**config.mk**
```make
export PLATFORM = sky130hd
export DESIGN_NAME = amfs_bank
export DESIGN_NICKNAME = d
export VERILOG_FILES = /design/src/verilog/amfs_pkg.sv /design/src/verilog/amfs_bank.sv
export SDC_FILE = /design/constraint.sdc
export NUM_CORES = 1
export LEC_CHECK = 0
export ABC_CLOCK_PERIOD_IN_PS = 1510
export BUFFER_PORTS_ARGS = -buffer_cell sky130_fd_sc_hd__buf_2
export CAP_MARGIN = 20
export CORE_ASPECT_RATIO = 1.75
export CORE_UTILIZATION = 50
export DETAILED_ROUTE_END_ITERATION = 16
export PLACE_DENSITY = 0.88
export SLEW_MARGIN = 20
export SYNTH_ARGS = -nofsm -noshare
export SYNTH_HDL_FRONTEND = slang
export SYNTH_SLANG_ARGS = --single-unit
```
**constraint.sdc**
```tcl
create_clock -name clk_sys_i -period 1.51 [get_ports clk_sys_i]
set_input_delay 0 -clock clk_sys_i [delete_from_list [all_inputs] [get_ports clk_sys_i]]
set_output_delay 0 -clock clk_sys_i [all_outputs]
set_load 0.02 [all_outputs]
```
**src/verilog/amfs_pkg.sv**
```systemverilog
// amfs_pkg: offsets, reset values and carriers of the fault/status bank
// assumes one control-port clock domain and 8-bit registers
package amfs_pkg;
   // register offsets
   localparam logic [7:0] AMFS_ADDR_CTRL = 8'h01; // run bit and bridge mode
   localparam logic [7:0] AMFS_ADDR_CHSEL = 8'h06; // mono source select
   localparam logic [7:0] AMFS_ADDR_RSVD = 8'h07; // reserved slot
   localparam logic [7:0] AMFS_ADDR_FAULT = 8'h08; // fault config and status
   // field positions
   localparam int AMFS_CTRL_RUN = 0; // 0 forces shutdown
   localparam int AMFS_CTRL_BRIDGE = 1; // parallel bridge mode
   localparam int AMFS_CHSEL_MONO = 1; // 1 left, 0 right
   localparam int AMFS_FLT_SCALE_LO = 4; // limit scale 5:4
   localparam int AMFS_FLT_CLK = 3;
   localparam int AMFS_FLT_OC = 2;
   localparam int AMFS_FLT_DC = 1;
   localparam int AMFS_FLT_OT = 0;
   // values after reset
   localparam logic [7:0] AMFS_CTRL_RST = 8'h01;
   localparam logic [7:0] AMFS_CHSEL_RST = 8'h01; // reserved bit 0 is 1
   localparam logic [1:0] AMFS_SCALE_RST = 2'h0;
   localparam logic [1:0] AMFS_RSVD_FLT = 2'h0; // fault bits 7:6
   // limit scale codes
   localparam logic [1:0] AMFS_SCALE_75 = 2'h1;
   localparam logic [1:0] AMFS_SCALE_50 = 2'h2;
   localparam logic [1:0] AMFS_SCALE_25 = 2'h3;
   // decoded control-port access
   typedef struct packed {
      logic wr; // write strobe
      logic rd; // read strobe
      logic [7:0] addr; // register offset
      logic [7:0] wdata; // write data
   } amfs_req_t;
   // raw fault levels from the analog side
   typedef struct packed {
      logic clk_err; // clock error level
      logic dc_err; // dc offset over limit
      logic ot_err; // die over temperature
   } amfs_det_t;
endpackage

```
**src/verilog/amfs_bank.sv**
```systemverilog
// amfs_bank: fault configuration, error flags and mono source routing
// assumes a control-port engine gives decoded strobes on clk_sys_i;
// fault levels and the shutdown pin are asynchronous
//
// How it works
// - mono select 1 in bridge mode: left
// - mono select 0 in bridge mode: right
// - fault bits 7:6 read zero; other reserved bits take written data
// - limit scale 00 full, 75, 50, 25 percent
// - clock flag follows clock error, never latches
// - overcurrent flag set above scaled limit
// - overcurrent latches, halts until shutdown toggles
// - dc offset latches, halts until shutdown toggles
// - overtemperature latches, halts until shutdown toggles
// - fault flags read-only, reset to zero
// - shutdown by pin low or run bit clear
module amfs_bank import amfs_pkg::*; #(
   parameter int OCW = 10, // width of the current measure
   parameter logic [OCW-1:0] OC_NOMINAL = 10'h300, // full-scale trip level
   parameter int DW = 24 // audio sample width
) (
   input wire logic clk_sys_i, // system clock, 10 MHz
   input wire logic reset_i, // synchronous reset, high
   input wire amfs_req_t req_i, // decoded register access
   output logic [7:0] rdata_o, // read data
   output logic rvalid_o, // read data valid pulse
   input wire amfs_det_t det_i, // async fault levels
   input wire logic [OCW-1:0] oc_level_i, // async output current measure
   input wire logic amp_shutdown_n_i, // async shutdown pin, low stops
   input wire logic sample_valid_i, // audio sample strobe
   input wire logic [DW-1:0] left_i, // left input sample
   input wire logic [DW-1:0] right_i, // right input sample
   output logic [DW-1:0] spk_a_o, // first speaker channel
   output logic [DW-1:0] spk_b_o, // second speaker channel
   output logic amp_run_o // amplifier in normal operation
);
   localparam int SW = OCW + 4; // synchronised bits

   // scaled trip level for a scale code
   function automatic logic [OCW-1:0] oc_thr(input logic [1:0] code);
      unique case (code)
         AMFS_SCALE_75: oc_thr = OC_NOMINAL - (OC_NOMINAL >> 2);
         AMFS_SCALE_50: oc_thr = OC_NOMINAL >> 1;
         AMFS_SCALE_25: oc_thr = OC_NOMINAL >> 2;
         default: oc_thr = OC_NOMINAL;
      endcase
   endfunction

   logic [SW-1:0] meta_ff; // first synchroniser stage
   logic [SW-1:0] sync_ff; // second synchroniser stage
   logic clk_s, dc_s, ot_s, pin_s; // synchronised levels
   logic [OCW-1:0] oc_s; // synchronised current measure

   // two-flop synchroniser for every async input
   always_ff @(posedge clk_sys_i) begin
      if (reset_i) begin
         meta_ff <= '0;
         sync_ff <= '0;
      end else begin
         meta_ff <= {det_i.clk_err, det_i.dc_err, det_i.ot_err, amp_shutdown_n_i,
            oc_level_i};
         sync_ff <= meta_ff;
      end
   end
   assign {clk_s, dc_s, ot_s, pin_s, oc_s} = sync_ff;

   logic [7:0] ctrl_ff, nxt_ctrl; // run and bridge mode
   logic [7:0] chsel_ff, nxt_chsel; // mono select and reserved bit
   logic [1:0] overcurrent_limit_scale_ff, nxt_overcurrent_limit_scale; // trip level scale code
   logic clock_fault_flag_ff, nxt_clock_fault_flag;
   logic overcurrent_fault_flag_ff, nxt_overcurrent_fault_flag;
   logic dc_offset_fault_flag_ff, nxt_dc_offset_fault_flag;
   logic overtemp_fault_flag_ff, nxt_overtemp_fault_flag;
   logic shut_q_ff, nxt_shut_q; // previous shutdown state
   logic [7:0] rdata_ff, nxt_rdata;
   logic rvalid_ff, nxt_rvalid;
   logic run_ff, nxt_run;
   logic [DW-1:0] spk_a_ff, nxt_spk_a, spk_b_ff, nxt_spk_b;
   logic shut, clear_evt, oc_over, halt, parallel_bridge_mode, mono_source_select;

   // shutdown request and its entry edge
   always_comb begin
      shut = !pin_s || !ctrl_ff[AMFS_CTRL_RUN];
      clear_evt = shut && !shut_q_ff;
      oc_over = oc_s > oc_thr(overcurrent_limit_scale_ff);
      parallel_bridge_mode = ctrl_ff[AMFS_CTRL_BRIDGE];
      mono_source_select = chsel_ff[AMFS_CHSEL_MONO];
   end

   // configuration writes; reserved slot and flag bits ignore writes
   always_comb begin
      nxt_ctrl = ctrl_ff;
      nxt_chsel = chsel_ff;
      nxt_overcurrent_limit_scale = overcurrent_limit_scale_ff;
      if (req_i.wr) begin
         unique case (req_i.addr)
            AMFS_ADDR_CTRL: nxt_ctrl = req_i.wdata;
            AMFS_ADDR_CHSEL: nxt_chsel = req_i.wdata;
            AMFS_ADDR_FAULT: begin
               nxt_overcurrent_limit_scale = req_i.wdata[AMFS_FLT_SCALE_LO +: 2];
            end
            default: nxt_ctrl = ctrl_ff;
         endcase
      end
   end

   // fault flags: latched ones clear on shutdown entry, set wins
   always_comb begin
      nxt_clock_fault_flag = clk_s;
      nxt_overcurrent_fault_flag = oc_over || (overcurrent_fault_flag_ff && !clear_evt);
      nxt_dc_offset_fault_flag = dc_s || (dc_offset_fault_flag_ff && !clear_evt);
      nxt_overtemp_fault_flag = ot_s || (overtemp_fault_flag_ff && !clear_evt);
      nxt_shut_q = shut;
   end

   // read path has no side effect on any flag
   always_comb begin
      nxt_rvalid = req_i.rd;
      nxt_rdata = rdata_ff;
      if (req_i.rd) begin
         unique case (req_i.addr)
            AMFS_ADDR_CTRL: nxt_rdata = ctrl_ff;
            AMFS_ADDR_CHSEL: nxt_rdata = chsel_ff;
            AMFS_ADDR_FAULT: nxt_rdata = {AMFS_RSVD_FLT, overcurrent_limit_scale_ff,
               clock_fault_flag_ff, overcurrent_fault_flag_ff, dc_offset_fault_flag_ff,
               overtemp_fault_flag_ff};
            default: nxt_rdata = 8'h00;
         endcase
      end
   end

   // run state and speaker routing
   always_comb begin
      halt = clock_fault_flag_ff || overcurrent_fault_flag_ff || dc_offset_fault_flag_ff
         || overtemp_fault_flag_ff;
      nxt_run = !shut && !halt;
      nxt_spk_a = spk_a_ff;
      nxt_spk_b = spk_b_ff;
      if (!run_ff) begin
         nxt_spk_a = '0; // muted while halted
         nxt_spk_b = '0;
      end else if (sample_valid_i) begin
         if (parallel_bridge_mode) begin
            nxt_spk_a = mono_source_select ? left_i : right_i;
            nxt_spk_b = mono_source_select ? left_i : right_i;
         end else begin
            nxt_spk_a = left_i; // stereo
            nxt_spk_b = right_i;
         end
      end
   end

   // state registers
   always_ff @(posedge clk_sys_i) begin
      if (reset_i) begin
         ctrl_ff <= AMFS_CTRL_RST;
         chsel_ff <= AMFS_CHSEL_RST;
         overcurrent_limit_scale_ff <= AMFS_SCALE_RST;
         clock_fault_flag_ff <= 1'b0;
         overcurrent_fault_flag_ff <= 1'b0;
         dc_offset_fault_flag_ff <= 1'b0;
         overtemp_fault_flag_ff <= 1'b0;
         shut_q_ff <= 1'b1;
         rdata_ff <= 8'h00;
         rvalid_ff <= 1'b0;
         run_ff <= 1'b0;
         spk_a_ff <= '0;
         spk_b_ff <= '0;
      end else begin
         ctrl_ff <= nxt_ctrl;
         chsel_ff <= nxt_chsel;
         overcurrent_limit_scale_ff <= nxt_overcurrent_limit_scale;
         clock_fault_flag_ff <= nxt_clock_fault_flag;
         overcurrent_fault_flag_ff <= nxt_overcurrent_fault_flag;
         dc_offset_fault_flag_ff <= nxt_dc_offset_fault_flag;
         overtemp_fault_flag_ff <= nxt_overtemp_fault_flag;
         shut_q_ff <= nxt_shut_q;
         rdata_ff <= nxt_rdata;
         rvalid_ff <= nxt_rvalid;
         run_ff <= nxt_run;
         spk_a_ff <= nxt_spk_a;
         spk_b_ff <= nxt_spk_b;
      end
   end

   assign rdata_o = rdata_ff;
   assign rvalid_o = rvalid_ff;
   assign amp_run_o = run_ff;
   assign spk_a_o = spk_a_ff;
   assign spk_b_o = spk_b_ff;
endmodule

```
======== After elaboration in Yosys (flattened, before gate mapping) ========
Cells that the tools add are included.
cells by class
  reduce and logical (&&, ||, !) cells .... 22
  bitwise gates (word level) .............. 1
  equal/unequal tests ..................... 6
  magnitude comparators ................... 1
  divide/modulo/power cells ............... 0
  shift operators ......................... 0
  add/subtract/negate cells ............... 0
  multiplexer cells ....................... 5
  multipliers ............................. 0
operator list
  cell                number
  $mux 24             3
  $pmux 10 s3         1
  $pmux 8 s3          1
  $gt 10x10->1        1
  $eq 8x1->1 const B  1
  $eq 8x3->1 const B  1
  $eq 8x4->1 const B  1
  $logic_or 1x1->1    7
  $logic_not 1->1     6
  $reduce_and 2->1    3
  $logic_and 1x1->1   5
  $eq 2x2->1 const B  2
  $eq 2x1->1 const B  1
  $reduce_or 2->1     1
  $not 1->1           1
storage, ports and cells
  word-level logic and storage cells ...... 50
  memory bits (writable) .................. 0
  memories ................................ 0
  latch bits .............................. 0
  flip-flop bits (word level) ............. 109
  output and inout bits ................... 58
  memory bits (read-only) ................. 0

======== Longest topological paths before layout ========
  depth after elaboration ................. 6
  depth in mapped cells ................... 6
  gate-level depth less buffers ........... 6

======== Worst setup path before layout ========
Ideal clock, no wire load.
  path type ............................... register -> register
  from .................................... register chsel_ff[1]
  to ...................................... register spk_a_ff[0], in the netlist spk_a_o[0]
  buffers on the path ..................... 2
  setup slack ............................. 0.203 ns
  arrival ................................. 1.190 ns
  stages on the path, launching flop included .. 7
  clock period less this slack ............ 1.307 ns
  library setup time ...................... 0.117 ns
  required time ........................... 1.393 ns
  cell sequence ........................... dfxtp_1 > buf_2 > buf_2 > mux2i_1 > o21ai_0 > a21oi_1 > nor2_1
between the ends
  longest elaborated chain between the ends .. 2
RTL lines
  item                    RTL line          RTL
  from (decl)             amfs_bank.sv:68   logic [7:0] chsel_ff, nxt_chsel;
  from (signal assigned)  amfs_bank.sv:171  chsel_ff <= nxt_chsel;
  $mux 24                 amfs_bank.sv:144  nxt_spk_a = mono_source_select ? left_i : right_i;
  $mux 24                 amfs_bank.sv:143  if (parallel_bridge_mode) begin
  to (signal assigned)    amfs_bank.sv:181  spk_a_ff <= nxt_spk_a;
  to (decl)               amfs_bank.sv:78   logic [DW-1:0] spk_a_ff, nxt_spk_a, spk_b_ff, nxt_spk_b;
No other way between the ends.
A chain may end at the register's enable or synchronous reset.

======== Worst setup path after layout ========
  from .................................... input req_i[11] in the netlist's numbering
  to ...................................... register chsel_ff[0]
between the ends
  longest elaborated chain between the ends .. 2
RTL lines
  item                               RTL line         RTL
  from (decl)                        amfs_bank.sv:24  input wire amfs_req_t req_i,
  $eq 8x3->1                         amfs_bank.sv:96  unique case (req_i.addr)
  $reduce_and 2->1 (no source line)  -
No other way between the ends.

==> metrics.txt <==
Avg Cell Area, Syn=9.012 um^2; row cnt=44; vias per std cell=5.684; top area cells in the synthesized netlist=dfxtp_1, mux2i_1, o21ai_0, nor2_1, a21oi_1; r2r setup slk=110 ps; largest net degree at the start of global routing=73; crit path DAT=around 1700 ps; Overall Power=5.805 mW; ANT nets after route=0; first-pass GRT wire length=20,270 um; Worst Tran Pin Value=483.5 ps; Post-Syn Instances=473; period utilization=94.96%; deepest clock path buffer count=2; switching part of the total power=between 20% and 30%; Synth-to-Final Area Change=43.21%; critical path endpoint category=flop; startpoint types=input port; Post-Syn Area=between 4000 and 5000 um^2; Post-Place Worst Slack=145.3 ps; logic gate share of total power=about a tenth; max-slew violation count=0; Cell Int Power=4.373 mW; core area=8258 um^2; DR DRC count=0; Routed WL=13,180 um; CTS Root Cell=clkbuf_16; sequential power share=50.7%; Max VDD drop=0.0007431 V; crit path time final=1434 ps; PnR worst setup slack=about 76 ps; most frequent cells in the layout=buf_2, dfxtp_1, dlygate4sd3_1; Max-slew headroom=67.64%; Die Wd=71.80 um; Worst Hold Class=input port to flop; htree depth=3; vias in the first global route=4,497; CTS buffer count=9; PortBufs=between 100 and 150; #FFs+latches synth=109; post-synthesis sequential area ratio=51.19%; Initial Utilization=51.62%; CP Max Fanout=9; Pwr Density=950.9 nW/um^2; most common cell after layout, fill and taps aside=buf_2; CTS sink cnt=109; switching pwr=between 1 and 1.5 mW; Tot GR Track Use=29.58%; fill cell count=~560; IO Pins=between 100 and 150; Die ar.=8914 um^2; Syn Nets=560; HPWL Detailed=7272 um; Critical Path RT=about 1800 ps; Synth area leader=dfxtp_1; 1st-iter DRT viols=301; clk slew on worst S/H paths=70 ps; yosys warns=0; CTS tree=done; GRT Residual Overflow=0; status=completed; Final setup viols=0; area fraction of the dominant cell type after synthesis=~50%; Clk pwr share=39.4%; Placer Congestion=0.8776; routed len/inst=17.09 um; Max Cap Viol=0; layout cells sized above 1=25.81%; Worst Skew=7.738 ps; initial antenna violation count=1; vias=roughly 4,400; Worst-Skew Late Latency=350 ps; library cells used by synthesis=35; Lkg Pwr=2.717 nW; Max Fclk=697.4 MHz; Hold Fails Final Rpt=0; worst setup path category=input port to flop; DRT Pass-1 Iters=5; chip height=between 100 and 150 um; nets=760
## metrics by stage
| stage | util, % | hold WS, ps | instances | TNS, ps | area, um^2 |
|---|---|---|---|---|---|
| finish | 73.92 | 17.01 | 771 | 0 | 6105 |
| global route | 73.92 | 26.98 | 771 | -0.5184 | 6105 |
| CTS | 73.53 | 4.213 | 769 | 0 | 6072 |
| detailed placement | 61.38 | 215.2 | 681 | 0 | 5069 |
| global placement | 61.38 | 212.2 | 681 | 0 | 5069 |
| floorplan | - | 104.2 | 473 | 0 | 4263 |
## sequential cells by signal, summed over array words and instances (netlist names)
| register | count |
|---|---|
| sync_ff | 14 |
| overtemp_fault_flag_ff | 1 |
| clock_fault_flag_ff | 1 |
| spk_a_o | 24 |
| overcurrent_limit_scale_ff | 2 |
| ctrl_ff | 8 |
| shut_q_ff | 1 |
| overcurrent_fault_flag_ff | 1 |
| rvalid_o | 1 |
| spk_b_o | 24 |
| meta_ff | 14 |
| dc_offset_fault_flag_ff | 1 |
| chsel_ff | 8 |
| rdata_o | 8 |
| amp_run_o | 1 |
## path summary, 6_finish.rpt
path,to,depth (start not counted),startpoint
worst min register to register,sync_ff[11],1,meta_ff[11]
worst max-delay path,chsel_ff[0],5,req_i[11]
worst min-delay path,ctrl_ff[5],2,reset_i
worst max register to register,spk_b_o[17],5,chsel_ff[1]
## power groups by stage
stage                     combinational, mW  sequential (mW)  clock, mW
after floorplan                       0.186             3.02          0
after global placement                0.376             3.01          0
after detailed placement              0.394             3.01          0
after CTS                             0.538             2.94       2.30
after global routing                  0.615             2.95       2.42
final                                 0.576             2.94       2.29
## repair_timing
| item | in CTS | in global routing |
|---|---|---|
| resized for setup | 0 | 2 |
| hold buffers | 72 | 0 |
| setup buffers | 0 | 0 |
| hold endpoints to repair | 82 | 0 |
| setup endpoints to repair | 0 | 2 |
## Yosys cell counts
cell type	instances
o21ai_1	11
a22oi_1	8
o31ai_1	2
and4bb_2	1
a211o_1	2
o21a_1	2
inv_2	1
inv_1	3
or4_1	2
nor2_1	71
o211ai_1	1
nand2_1	9
nor3b_1	1
nor4_1	1
a21o_1	2
clkbuf_2	1
nand3_1	1
nand3b_1	1
a22o_1	5
nand3_2	1
nor4_4	1
clkbuf_1	28
and3b_1	1
dfxtp_1	109
nand4b_1	1
ha_1	4
mux2i_1	40
o211ai_2	1
nand4_1	2
nor2b_1	34
a21oi_1	52
buf_4	1
buf_2	4
o21ai_0	67
and2_1	2
## critical path, stage by stage
cell and delay (ps):
dlygate4sd3_1 530, buf_2 150, and4bb_2 350, nand3_2 270, a211o_1 370
## kinds of logic (layout without fill, tap and decap cells)
family / Yosys count / count (layout) / synth area share, %
compound gates: 153 / 153 / 19.64
simple gates: 129 / 129 / 15.03
flops: 109 / 109 / 51.19
mux: 40 / 40 / 9.392
buf+inv: 38 / 243 / 3.581
fa+ha+maj: 4 / 4 / 1.174
other cells: 0 / 1 / 0
## area by class of cell
cell class	count	area, um^2	area share, %
multi-input combinational	326	1934	31.69
timing repair buffer	223	1572	25.74
clock inverter	7	57.56	0.9428
inverter	4	15.01	0.2460
antenna	1	2.502	0.04099
clock buffer	9	225.2	3.689
sequential	109	2183	35.77
tap	92	115.1	1.886
## layer usage
metal	track usage, %	vias to the layer above	part of all wire, %
li1	-	2042	-
met5	0	-	0
met1	30.21	2010	36
met2	52.54	248	51
met4	21.08	0	6.6
met3	6.553	82	6.7
Note: power is estimated with default switching activity, not from simulation.
